==> config.mk <==
export PLATFORM = sky130hd
export DESIGN_NAME = hbp_host_port
export DESIGN_NICKNAME = d
export VERILOG_FILES = /design/src/hdl/hbp_pkg.sv /design/src/hdl/hbp_sync.sv /design/src/hdl/hbp_host_port.sv
export SDC_FILE = /design/constraint.sdc
export NUM_CORES = 1
export LEC_CHECK = 0
export BUFFER_PORTS_ARGS = -buffer_cell sky130_fd_sc_hd__buf_4
export CORE_MARGIN = 4
export CORE_UTILIZATION = 30
export DETAILED_ROUTE_END_ITERATION = 12
export GPL_ROUTABILITY_DRIVEN = 0
export PLACE_DENSITY = 0.58
export SLEW_MARGIN = 40
export SYNTH_ARGS = -nofsm -noshare
export SYNTH_HDL_FRONTEND = slang
export SYNTH_SLANG_ARGS = --single-unit
==> constraint.sdc <==
create_clock -name clock -period 7.6 [get_ports clock]
set_input_delay 0.76 -clock clock [delete_from_list [all_inputs] [get_ports clock]]
set_output_delay 0.76 -clock clock [all_outputs]
set_load 0.01 [all_outputs]
==> src/hdl/hbp_pkg.sv <==
/*
 * constants, types and state layout of the host bus port.
 * assumes a 25 mhz system clock; timing figures are held in ns and
 * turned into whole clock cycles here.
 */
package hbp_pkg;
   localparam int CLK_NS          = 40;
   localparam int HOLD_MAX_NS     = 4 * CLK_NS + 2;
   localparam int HOLD_MAX_CYC    = (HOLD_MAX_NS / CLK_NS) < 1 ? 1 : HOLD_MAX_NS / CLK_NS;
   localparam int ACK_HIGH_MAX_NS = CLK_NS - 15;
   localparam int ACK_HIGH_CYC    = (ACK_HIGH_MAX_NS / CLK_NS) < 1 ? 1
                                    : ACK_HIGH_MAX_NS / CLK_NS;
   localparam int ADDR_W          = 16;
   localparam int DATA_W          = 8;
   localparam int SYNC_W          = ADDR_W + DATA_W + 4;

   typedef enum logic [1:0] {
      MODE_WAIT   = 2'h0,
      MODE_NOWAIT = 2'h1,
      MODE_68K    = 2'h2
   } hbp_mode_t;

   typedef enum logic [4:0] {
      ST_IDLE  = 5'h01,
      ST_LATCH = 5'h02,
      ST_DONE  = 5'h04,
      ST_ACKHI = 5'h08,
      ST_START = 5'h10
   } hbp_state_t;

   typedef struct packed {
      logic              cs_n;
      logic              rd_n;
      logic              wr_n;
      logic              as_n;
      logic [ADDR_W-1:0] addr;
      logic [DATA_W-1:0] data;
   } hbp_pins_t;

   localparam hbp_pins_t PINS_IDLE = '{cs_n: 1'b1, rd_n: 1'b1, wr_n: 1'b1, as_n: 1'b1,
                                       addr: 16'h0000, data: 8'h00};

   typedef struct packed {
      logic              rd;
      logic              wr;
      logic [ADDR_W-1:0] addr;
      logic [DATA_W-1:0] wdata;
   } hbp_acc_t;

   typedef struct packed {
      hbp_state_t        st;
      logic              mode_ok;
      hbp_mode_t         mode;
      logic              sel_prev;
      logic              is_wr;
      hbp_acc_t          acc;
      logic [DATA_W-1:0] rdata;
      logic              data_oe;
      logic              wait_n;
      logic              wait_oe;
      logic              ack_n;
      logic              ack_oe;
   } hbp_regs_t;
endpackage

==> src/hdl/hbp_sync.sv <==
/*
 * two-flop synchroniser for a group of pins.
 * assumes the group is sampled by the system clock only.
 */
`timescale 1ns/1ps
module hbp_sync #(
   parameter int              W       = 1,
   parameter logic [W-1:0]    RST_VAL = '0
) (
   input  wire logic          clock,
   input  wire logic          rst,
   input  wire logic [W-1:0]  d,
   output logic      [W-1:0]  q
);
   logic [W-1:0] meta;

   always_ff @(posedge clock or posedge rst) begin
      if (rst) begin
         meta <= RST_VAL;
         q    <= RST_VAL;
      end else begin
         meta <= d;
         q    <= meta;
      end
   end
endmodule

==> src/hdl/hbp_host_port.sv <==
/*
 * host bus port: generic bus with or without hold-off, or 68k-style bus
 * with address strobe and acknowledge. turns host strobes into single
 * cycle internal accesses.
 * assumes an internal register file that answers a read in the same
 * cycle as acc.rd, and pins that come from outside the clock domain.
 */
`timescale 1ns/1ps
module hbp_host_port
   import hbp_pkg::*;
(
   input  wire logic                      clock,
   input  wire logic                      rst,
   input  wire hbp_pkg::hbp_mode_t        bus_mode,
   input  wire logic                      direct_if,
   input  wire logic                      power_save,
   input  wire logic                      cs_n,
   input  wire logic                      rd_n,
   input  wire logic                      wr_n,
   input  wire logic                      addr_strobe_n,
   input  wire logic [hbp_pkg::ADDR_W-1:0] host_addr,
   input  wire logic [hbp_pkg::DATA_W-1:0] host_data_in,
   output logic      [hbp_pkg::DATA_W-1:0] host_data_out,
   output logic                           host_data_oe,
   output logic                           wait_n_out,
   output logic                           wait_n_oe,
   output logic                           transfer_ack_n_out,
   output logic                           transfer_ack_n_oe,
   output hbp_pkg::hbp_acc_t              acc,
   input  wire logic [hbp_pkg::DATA_W-1:0] acc_rdata
);
   import hbp_pkg::*;

   hbp_pins_t pins;
   hbp_pins_t pins_s;
   hbp_regs_t r;
   hbp_regs_t next_r;
   logic      sel;
   logic      is_68k;

   assign pins = '{cs_n: cs_n, rd_n: rd_n, wr_n: wr_n, as_n: addr_strobe_n,
                   addr: host_addr, data: host_data_in};

   hbp_sync #(
      .W       (SYNC_W),
      .RST_VAL (PINS_IDLE)
   ) u_sync (
      .clock (clock),
      .rst   (rst),
      .d     (pins),
      .q     (pins_s)
   );

   assign is_68k = (r.mode == MODE_68K);
   // access window: strobes qualified by chip select
   assign sel = r.mode_ok && !pins_s.cs_n &&
                (is_68k ? !pins_s.as_n : (!pins_s.rd_n || !pins_s.wr_n));

   always_comb begin
      next_r          = r;
      next_r.sel_prev = sel;
      next_r.acc.rd   = 1'b0;
      next_r.acc.wr   = 1'b0;
      unique case (r.st)
         ST_START: begin
            next_r.mode    = bus_mode;
            next_r.mode_ok = 1'b1;
            next_r.st      = ST_IDLE;
         end
         ST_IDLE: begin
            if (sel && !r.sel_prev) begin
               next_r.acc.addr = pins_s.addr;
               next_r.is_wr    = !pins_s.wr_n;
               next_r.acc.rd   = pins_s.wr_n;
               if (r.mode == MODE_WAIT) begin
                  next_r.wait_n  = 1'b0;
                  next_r.wait_oe = 1'b1;
               end
               if (is_68k) begin
                  next_r.ack_n  = 1'b1;
                  next_r.ack_oe = 1'b1;
               end
               next_r.st = ST_LATCH;
            end
         end
         ST_LATCH: begin
            if (!r.is_wr) begin
               next_r.rdata   = acc_rdata;
               next_r.data_oe = 1'b1;
            end else if (is_68k) begin
               next_r.acc.wdata = pins_s.data;
               next_r.acc.wr    = 1'b1;
            end
            next_r.wait_n = 1'b1;
            if (is_68k) begin
               next_r.ack_n = 1'b0;
            end
            next_r.st     = ST_DONE;
         end
         ST_DONE: begin
            if (r.is_wr && !is_68k) begin
               next_r.acc.wdata = pins_s.data;
            end
            if (!sel) begin
               next_r.data_oe = 1'b0;
               next_r.wait_oe = 1'b0;
               next_r.acc.wr  = r.is_wr && !is_68k;
               if (is_68k && !(direct_if && power_save)) begin
                  next_r.ack_n = 1'b1;
                  next_r.st    = ST_ACKHI;
               end else begin
                  next_r.ack_n  = 1'b1;
                  next_r.ack_oe = 1'b0;
                  next_r.st     = ST_IDLE;
               end
            end
         end
         ST_ACKHI: begin
            next_r.ack_oe = 1'b0;
            next_r.st     = ST_IDLE;
         end
      endcase
   end

   always_ff @(posedge clock or posedge rst) begin
      if (rst) begin
         r.st       <= ST_START;
         r.mode_ok  <= 1'b0;
         r.mode     <= MODE_WAIT;
         r.sel_prev <= 1'b1;
         r.is_wr    <= 1'b0;
         r.acc      <= '0;
         r.rdata    <= 8'h00;
         r.data_oe  <= 1'b0;
         r.wait_n   <= 1'b1;
         r.wait_oe  <= 1'b0;
         r.ack_n    <= 1'b1;
         r.ack_oe   <= 1'b0;
      end else begin
         r <= next_r;
      end
   end

   assign host_data_out      = r.rdata;
   assign host_data_oe       = r.data_oe;
   assign wait_n_out         = r.wait_n;
   assign wait_n_oe          = r.wait_oe;
   assign transfer_ack_n_out = r.ack_n;
   assign transfer_ack_n_oe  = r.ack_oe;
   assign acc                = r.acc;
endmodule

# Yosys cells after proc, flatten, opt, wreduce, memory -nomap -nowiden
# Cells that the tools add are included.
[totals]
ff_bits = 105
latch_bits = 0
mem_bits_rw = 0
mem_bits_ro = 0
in_bits = 42
output_inout_bits = 39
word_cells = 91
n_memories = 0
[classes]
addsub = 0
n_mul = 0
div_mod_pow = 0
magnitude_cmp = 0
n_eq_ne = 15
shifts = 0
mux = 28
n_bitwise = 1
reduce_logical = 30
[ops]
columns = ["operator", "n"]
rows = [
  ["$mux 8", 3],
  ["$pmux 5 s4", 1],
  ["$ne 2x2->1 const B", 9],
  ["$pmux 8 s2", 1],
  ["$mux 1", 10],
  ["$mux 5", 2],
  ["$reduce_and 5->1", 2],
  ["$mux 4", 2],
  ["$pmux 1 s2", 4],
  ["$reduce_and 4->1", 2],
  ["$logic_not 1->1", 7],
  ["$logic_and 1x1->1", 6],
  ["$pmux 1 s3", 2],
  ["$reduce_and 2->1", 3],
  ["$reduce_and 3->1", 2],
  ["$reduce_bool 2->1", 3],
  ["$reduce_bool 3->1", 2],
  ["$eq 5x1->1 const B", 1],
  ["$eq 5x2->1 const B", 1],
  ["$eq 5x3->1 const B", 1],
  ["$eq 5x4->1 const B", 1],
  ["$eq 5x5->1 const B", 1],
  ["$mux 2", 2],
  ["$mux 3", 1],
  ["other kinds (5)", 5],
]

# Longest topological paths before layout
# Gate-level depths: netlist (run 1).
[logic_depth]
word_depth = 7
ltp_mapped = 6
ltp_nobuf = 5

# Cells and area by module
# From an unflattened synthesis (run 1), not the netlist that was laid out.
[unflattened]
cells_unflattened = 235
area_unflattened_um2 = 3784.9
[modules_own_cells]
columns = ["mod", "n_inst", "cells_per_inst", "area_each_um2", "seq_area_each_um2"]
rows = [
  ["hbp_host_port", 1, 178, 2369.8, 1231.2],
  ["hbp_sync", 1, 57, 1415.1, 1411.4],
]

# Worst setup path before layout (run 1)
# OpenSTA, ideal clock, no wires.
[synth_path]
path_kind = "reg2reg"
from = "register r[42] (netlist bit)"
to = "register, netlist name acc[10]"
arrival_ns = 1.551
required_time_ns = 7.475
path_slack_ns = 5.924
stages_incl_launch_ff = 7
path_buffers = 1
period_less_slack_ns = 1.676
path_cell_list = "dfrtp_1 -> and2b_1 -> o2111ai_2 -> inv_2 -> nand3b_4 -> buf_6 -> mux2_4"
[synth_lines]
columns = ["element", "line", "source"]
rows = [
  ["start: declaration", "hbp_host_port.sv:36", "hbp_regs_t r;"],
  ["start signal: assignment", "hbp_host_port.sv:140", "r <= next_r;"],
]

==> results of run 1 <==
## area by class of cell
class / count / area [um2]
clock buffer: 14 / 264
inverter: 7 / 28.8
clock inverter: 2 / 12.5
tap: 168 / 210
fill: 1173 / 7510
timing repair buffer: 81 / 612
sequential: 105 / 2640
multi-input combinational: 88 / 778
## where the power goes
| part | internal, mW | leakage, nW | switching (mW) | total [mW] |
|---|---|---|---|---|
| registers | 0.661 | 1.27 | 0.0563 | 0.718 |
| logic | 0.187 | 0.783 | 0.144 | 0.331 |
| clock network | 0.240 | 0.133 | 0.190 | 0.431 |
| total | 1.09 | 2.18 | 0.391 | 1.48 |
## registers in the layout, indices dropped and copies added (netlist names)
register            cells
wait_n_oe               1
u_sync.q               28
u_sync.meta            28
host_data_out           8
acc                    26
r                      10
transfer_ack_n_oe       1
host_data_oe            1
wait_n_out              1
transfer_ack_n_out      1
## layout by cell type, fill, tap and decap left out, drive strengths merged, types with 2 or more instances in the layout
| cell type | synthesis | final |
|---|---|---|
| dfrtp | 93 | 93 |
| nand3b | 4 | 4 |
| clkbuf | 0 | 14 |
| buf | 35 | 81 |
| a21oi | 4 | 4 |
| o21ai | 3 | 3 |
| o21a | 2 | 2 |
| nand3 | 4 | 4 |
| nor3 | 2 | 2 |
| inv | 7 | 7 |
| mux2 | 34 | 34 |
| dfstp | 12 | 12 |
| nand2 | 4 | 4 |
| nor2 | 9 | 9 |
| nand2b | 3 | 3 |
| nand4 | 3 | 3 |
## logic make-up (layout without fill, tap and decap cells)
logic type             count (synthesis)  count (layout)  synth area share [%]
flip-flops                           105             105                  71.2
buffers and inverters                 42             104                  7.88
multiplexers                          35              35                  11.4
AND/OR/NAND/NOR                       34              34                  5.59
AO/OA/AOI/OAI                         17              17                  3.64
other                                  1               1                 0.101
XOR/XNOR                               1               1                 0.236
## stage by stage
step | total power, mW | instance area [um2] | utilization [%] | hold WS [ps]
6_report | 1.48 | 4550 | 37.7 | 349
5_1_grt | 1.57 | 4550 | 37.7 | 351
4_1_cts | 1.51 | 4540 | 37.7 | 350
3_5_place_dp | 1.07 | 4270 | 35.4 | 335
3_3_place_gp | 1.06 | 4270 | 35.4 | 333
2_1_floorplan | 0.983 | 3710 | - | 331
## worst paths after layout
| kind | end | from | slack (ps) |
|---|---|---|---|
| worst min register to register | u_sync.q[0] | u_sync.meta[0] | 350 |
| worst max-delay path | acc[11] | r[41] | 5740 |
| worst min-delay path | u_sync.q[0] | u_sync.meta[0] | 350 |
| max in group asynchronous | host_data_out[4] | rst | 6230 |
| worst max register to register | acc[11] | r[41] | 5740 |
| min in group asynchronous | u_sync.meta[22] | rst | 440 |
## per-layer routing
| metal | global-route usage [%] | wire length (um) |
|---|---|---|
| met1 | 12.2 | 2750 |
| met2 | 12.8 | 2660 |
| met3 | 3.47 | 486 |
| met4 | 5.50 | 136 |
| met5 | 0 | 0 |
## worst max-delay path: stages (launching register included)
cell       delay (ps)
dfrtp_1           400
and2b_1           270
o2111ai_2         210
inv_2             170
nand3b_4          300
mux2_4            390
==> results.json, run 1 <==
{
  "start_kind": "flip-flop",
  "period_needed_ps": 1860,
  "die_x_um": 119,
  "min_path_type": "reg2reg",
  "drive_above_1_share_pct": 50.2,
  "worst_slew_pin_slew_ps": 595,
  "required_ps": 7820,
  "grt_max_degree": 68,
  "rsz0062_at_grt": "false",
  "ctsHoldBuffers": 0,
  "clock_skew_ps": 5.09,
  "drc": 0,
  "relSlewSlack_pct": 60.3,
  "initialDrtViolationCount": 66,
  "hold_viol_final": 0,
  "clk_pin_slew_ps": 60,
  "fmax_mhz": 537,
  "holdPathStages": 0,
  "slew_violations": 0,
  "finalWorstSetupSlack_ps": 5740,
  "grt_remaining_overflow": 0,
  "syn_area_per_cell_um2": 15.8,
  "power.density_nw_per_um2": 325,
  "cts.path.max_buffers": 2,
  "synth.cell_area_um2": 3710,
  "die_area_um2": 14200,
  "synth_edf_count": 0,
  "drt_wl_total_mm": 6.03,
  "post-cts-setup-buffer-count": 0,
  "row_count": 40,
  "fin_cells": 465,
  "synthTopCellsByArea": "dfrtp_1 (63%), dfstp_2 (8.5%), mux2_2 (7.9%), buf_4 (6.9%), mux2_4 (3.2%)",
  "ys.flop_type": "dfrtp_1",
  "ir_drop_v": 0.000101,
  "ys_ff_latch": 105,
  "drt-vias-per-instance": 4.06,
  "crit_arrival_ps": 2080,
  "yosysTopAreaCellShare_pct": 62.7,
  "die_height_um": 119,
  "dp_hpwl_mm": 4.06,
  "ys_types": 37,
  "dp_slack_ps": 5480,
  "setup_tns_ps": 0,
  "p_leak_nw": 2.18,
  "clock_sinks": 105,
  "grt_pass1_wl_mm": 10.1,
  "antenna_found_initial": 0,
  "setup_viol": 0,
  "area_growth_pct": 22.5,
  "nets": 334,
  "cp-end-kind": "flip-flop",
  "ios": 81,
  "critPathKind": "reg2reg",
  "io_buffers": 80,
  "wire_per_inst_um": 13.0,
  "clk-insertion-delay-late_ps": 340,
  "antenna_cells": 0,
  "reg2regPathDepth": 5,
  "cts_htree_levels": 3,
  "groute.usage.overall_pct": 9.20,
  "drv_cap": 0,
  "finalCritPeriodShare_pct": 24.5,
  "core_area_um2": 12100,
  "dp_cells": 449,
  "synth_async_sr_flop_share_pct": 100,
  "first_pass_iters": 4,
  "numCtsBuffers": 9,
  "ys_top_cells_by_count": "dfrtp_1 (93), buf_4 (34), mux2_2 (26), dfstp_2 (12)",
  "synth_cells": 235,
  "ys.warnings.count": 0,
  "tritoncts": "built",
  "synth_area_leader_cell": "dfrtp_1",
  "cts_root_buf": "clkbuf_16",
  "status": "finished clean",
  "vias": 1890,
  "ant_nets": 0,
  "grt_pass1_vias": 2023,
  "critPathMaxFanout": 18,
  "syn-num-nets": 277,
  "yosysMostFrequentCell": "dfrtp_1",
  "cts_resized": 0,
  "seq_area_frac_synth_pct": 71.2,
  "start_util_pct": 30.8
}
No activity file was read; power rests on OpenSTA's default activity.
==> run 2: changes to the inputs <==
Clock period 7.6 ns to 1.9 ns, I/O delays scaled along.
==> results.json, run 2 (same netlist as run 1, synthesis figures left out) <==
{
  "critPathKind": "reg2reg",
  "wire_per_inst_um": 12.8,
  "grt_use_met3_pct": 3.61,
  "drive_above_1_share_pct": 47.4,
  "area_growth_pct": 32.8,
  "antenna_found_initial": 0,
  "vias": 2026,
  "drt_wl_total_mm": 6.39,
  "row_count": 40,
  "place_area_um2": 4290,
  "ant_nets": 0,
  "grt_pass1_vias": 2141,
  "ios": 81,
  "groute.usage.overall_pct": 10.1,
  "fin_cells": 499,
  "grt_remaining_overflow": 0,
  "cts_htree_levels": 3,
  "cts_root_buf": "clkbuf_16",
  "min_path_type": "in2reg",
  "start_kind": "flip-flop",
  "drt-vias-per-instance": 4.06,
  "clk-insertion-delay-late_ps": 340,
  "met1_usage_pct": 12.8,
  "drc": 0,
  "start_util_pct": 30.8,
  "largest_registers": "u_sync.meta (28), u_sync.q (28), acc (26)",
  "fmax_mhz": 559,
  "rsz0062_at_grt": "false",
  "cp_top_family": "simple AND/OR/NAND/NOR gates",
  "die_height_um": 119,
  "power_mw": 6.12,
  "finalInstanceArea_um2": 4930,
  "layout_commonest_cell": "dfrtp_1",
  "period_needed_ps": 1790,
  "layout_common_cells": "dfrtp_1 (93), buf_4 (84), dlygate4sd3_1 (29), mux2_2 (26), dfstp_2 (12)",
  "nets": 368,
  "met2_usage_pct": 14.5,
  "power.density_nw_per_um2": 1240,
  "setup_viol": 0,
  "relSlewSlack_pct": 64.8,
  "numCtsBuffers": 9,
  "finalCritPeriodShare_pct": 94.2,
  "grt_max_degree": 44,
  "critPathMaxFanout": 8,
  "drv_cap": 0,
  "critPathMaxStageDelay_ps": 410,
  "clock_skew_ps": 5.07,
  "path_cells": "and2b_1 -> nand4_1 -> a21oi_4 -> buf_12 -> mux2_2",
  "cp-end-kind": "flip-flop",
  "cts.path.max_buffers": 2,
  "status": "finished clean",
  "dp_hpwl_mm": 4.24,
  "holdWs_ps": 75.8,
  "ir_drop_v": 0.000508,
  "die_area_um2": 14200,
  "initialDrtViolationCount": 102,
  "crit_buf_inv": 1,
  "first_pass_iters": 5,
  "die_x_um": 119,
  "io_buffers": 80,
  "crit_slowest_cell": "dfrtp_1",
  "worst_slew_pin_slew_ps": 528,
  "p_leak_nw": 2.34,
  "antenna_cells": 0,
  "clock_sinks": 105,
  "crit_arrival_ps": 2010,
  "core_area_um2": 12100,
  "slew_violations": 0,
  "required_ps": 2120,
  "clk_pin_slew_ps": 70,
  "fillers": 1131,
  "dp_cells": 452,
  "tritoncts": "built",
  "grt_pass1_wl_mm": 10.9,
  "hold_viol_final": 0,
  "grt-busiest-layer": "met2",
  "finish.utilization_pct": 40.9
}
run 2: changes by cell type in the layout (fill, tap and decap cells not counted), moves of 2 or more:
cell,before,now
clkinvlp_4,1,3
buf_12,0,2
clkbuf_8,2,0
dlygate4sd3_1,0,29
clkbuf_1,3,1
buf_4,80,84
run 2: routing by layer:
layer	vias to the layer above	wire [um]
li1	934	-
met5	-	0
met2	69	2930
met4	0	227
met1	1006	2790
met3	17	439
run 2: metrics by stage:
step,setup TNS (ps),setup slack (ps)
floorplan,0,224
global placement,0,32.9
detailed placement,-95.8,-16.8
CTS,0,41.3
global route,0,5.32
finish,0,110
run 2: area by class of cell:
class	instances	area [um2]	share of cell area [%]
multi-input cells	88	792	16.1
inverters	7	30.0	0.609
flip-flops and latches	105	2640	53.6
well taps	168	210	4.26
repair buffers	115	961	19.5
clock inverters	6	67.6	1.37
clock buffers	10	229	4.64
run 2: worst paths after layout:
| check | slack, ps | cells past startpoint | endpoint | start |
|---|---|---|---|---|
| worst max-delay path | 110 | 5 | acc[3] | r[41] |
| max in group asynchronous | 920 | 4 | u_sync.meta[2] | rst |
| worst min-delay path | 80 | 2 | r[42] | bus_mode[1] |
| min in group asynchronous | 270 | 3 | u_sync.q[18] | rst |
| worst min register to register | 350 | 0 | u_sync.q[12] | u_sync.meta[12] |
| worst max register to register | 110 | 5 | acc[3] | r[41] |
run 2: timing repair:
action | in CTS | in global routing
buffers inserted | 1 | 1
hold buffers | 29 | 0
gates resized for setup | 0 | 2
pin swaps | 0 | 1
hold endpoints to repair | 55 | 0
endpoints found under the setup margin | 16 | 22
run 2: power breakdown:
group | switching [mW] | internal [mW]
sequential | 0.236 | 2.65
combinational | 0.604 | 0.808
clock | 0.802 | 1.03
total | 1.64 | 4.48
==> run 3: changes to the inputs <==
Settings changed: CORE_UTILIZATION 30 to 53, PLACE_DENSITY 0.58 to 0.87, SKIP_CTS_REPAIR_TIMING set to 1.
Clock period 1.9 ns to 1.7 ns, I/O delays scaled along.
==> results.json, run 3 (same netlist as run 1, synthesis figures left out) <==
{
  "critPathMaxFanout": 8,
  "drive_above_1_share_pct": 50.3,
  "clk-insertion-delay-late_ps": 360,
  "clock_skew_ps": 10.2,
  "cp.depth": 6,
  "io_buffers": 80,
  "place_area_um2": 4300,
  "power.density_nw_per_um2": 1320,
  "area_growth_pct": 33.2,
  "startpoint": "u_sync.q[24]",
  "fillers": 404,
  "cp-end-kind": "flip-flop",
  "ant_nets": 0,
  "largest_registers": "u_sync.meta (28), u_sync.q (28), acc (26)",
  "die_x_um": 91.7,
  "drt_wl_total_mm": 6.77,
  "crit_buf_inv": 2,
  "min_path_type": "in2reg",
  "cts_root_buf": "clkbuf_8",
  "cts_htree_levels": 3,
  "dp_slack_ps": -5.71,
  "crit_slowest_cell": "dfstp_2",
  "drc": 0,
  "fmax_mhz": 589,
  "antenna_found_initial": 0,
  "rsz0062_at_grt": "true",
  "setup_tns_ps": 0,
  "grt_pass1_vias": 2047,
  "drv_cap": 0,
  "crit_arrival_ps": 1960,
  "critPathMaxStageDelay_ps": 560,
  "groute.usage.overall_pct": 15.5,
  "wire_per_inst_um": 15.4,
  "layout_commonest_cell": "dfrtp_1",
  "core_area_um2": 6790,
  "critPathKind": "reg2reg",
  "finalInstanceArea_um2": 4950,
  "finalWorstSetupSlack_ps": 1.45,
  "nets": 381,
  "dp_hpwl_mm": 4.38,
  "required_ps": 1960,
  "status": "finished clean",
  "antenna_cells": 0,
  "slew_violations": 0,
  "drt-vias-per-instance": 4.87,
  "grt_max_degree": 32,
  "path_cells": "nand3b_1 -> o2111ai_4 -> inv_2 -> nand3b_4 -> buf_12 -> mux2_2",
  "clk_pin_slew_ps": 100,
  "power_mw": 6.54,
  "reg2reg_from": "u_sync.q[24]",
  "cp_top_family": "flip-flops",
  "ios": 81,
  "first_pass_iters": 4,
  "grt_remaining_overflow": 0,
  "vias": 2141,
  "tritoncts": "built",
  "worst_slew_pin_slew_ps": 641,
  "r2r_slack_ps": 1,
  "start_util_pct": 54.7,
  "clock_sinks": 105,
  "cts.path.max_buffers": 2,
  "grt_pass1_wl_mm": 10.1,
  "finalCritPeriodShare_pct": 99.9,
  "p_leak_nw": 2.41,
  "relSlewSlack_pct": 57.2,
  "r2r_end": "acc[15]",
  "row_count": 30,
  "setup_viol": 0,
  "crit_end": "acc[15]",
  "hold_viol_final": 0,
  "die_area_um2": 8410,
  "numCtsBuffers": 9,
  "die_height_um": 91.7,
  "period_needed_ps": 1700,
  "start_kind": "flip-flop",
  "reg2regPathDepth": 6,
  "initialDrtViolationCount": 196,
  "layout_common_cells": "dfrtp_1 (93), buf_4 (92), dlygate4sd3_1 (29), mux2_2 (20), mux2_4 (14)",
  "ir_drop_v": 0.000982
}
[run 3: worst min path at each step]
stage / startpoint / end / depth (start not counted)
floorplan: addr_strobe_n / u_sync.meta[24] / 0
global placement: rst / u_sync.meta[21] / 2
detailed placement: rd_n / u_sync.meta[26] / 1
CTS: rd_n / u_sync.meta[26] / 1
global route: bus_mode[1] / r[42] / 2
finish: acc_rdata[6] / host_data_out[6] / 2
[run 3: per-stage QoR]
stage | util [%] | hold slack, ps | instances
after floorplan | - | 174 | 235
after global placement | 63.4 | 279 | 387
after detailed placement | 63.4 | 280 | 387
after CTS | 66.5 | -108 | 403
after global routing | 72.8 | 33.1 | 440
final | 72.8 | 41.3 | 440
[run 3: cell type report]
| class | count | area [um2] | area share, % |
|---|---|---|---|
| clock buffer | 10 | 138 | 2.78 |
| timing repair buffer | 128 | 1120 | 22.6 |
| sequential | 105 | 2640 | 53.4 |
| multi-input combinational | 88 | 822 | 16.6 |
| tap | 96 | 120 | 2.43 |
| inverter | 7 | 30.0 | 0.607 |
| clock inverter | 6 | 76.3 | 1.54 |
[run 3: metal layers]
metal	wire (um)	track usage [%]	vias up
li1	-	-	971
met4	231	8.29	0
met1	2840	19.5	1071
met2	3340	24.7	75
met3	358	4.02	24
met5	0	0	-
[run 3: report_power, final]
part	switching [mW]	leakage [nW]	internal [mW]
combinational	0.723	1.04	1.01
clock	0.852	0.106	0.739
sequential	0.267	1.27	2.95
total	1.84	2.41	4.70
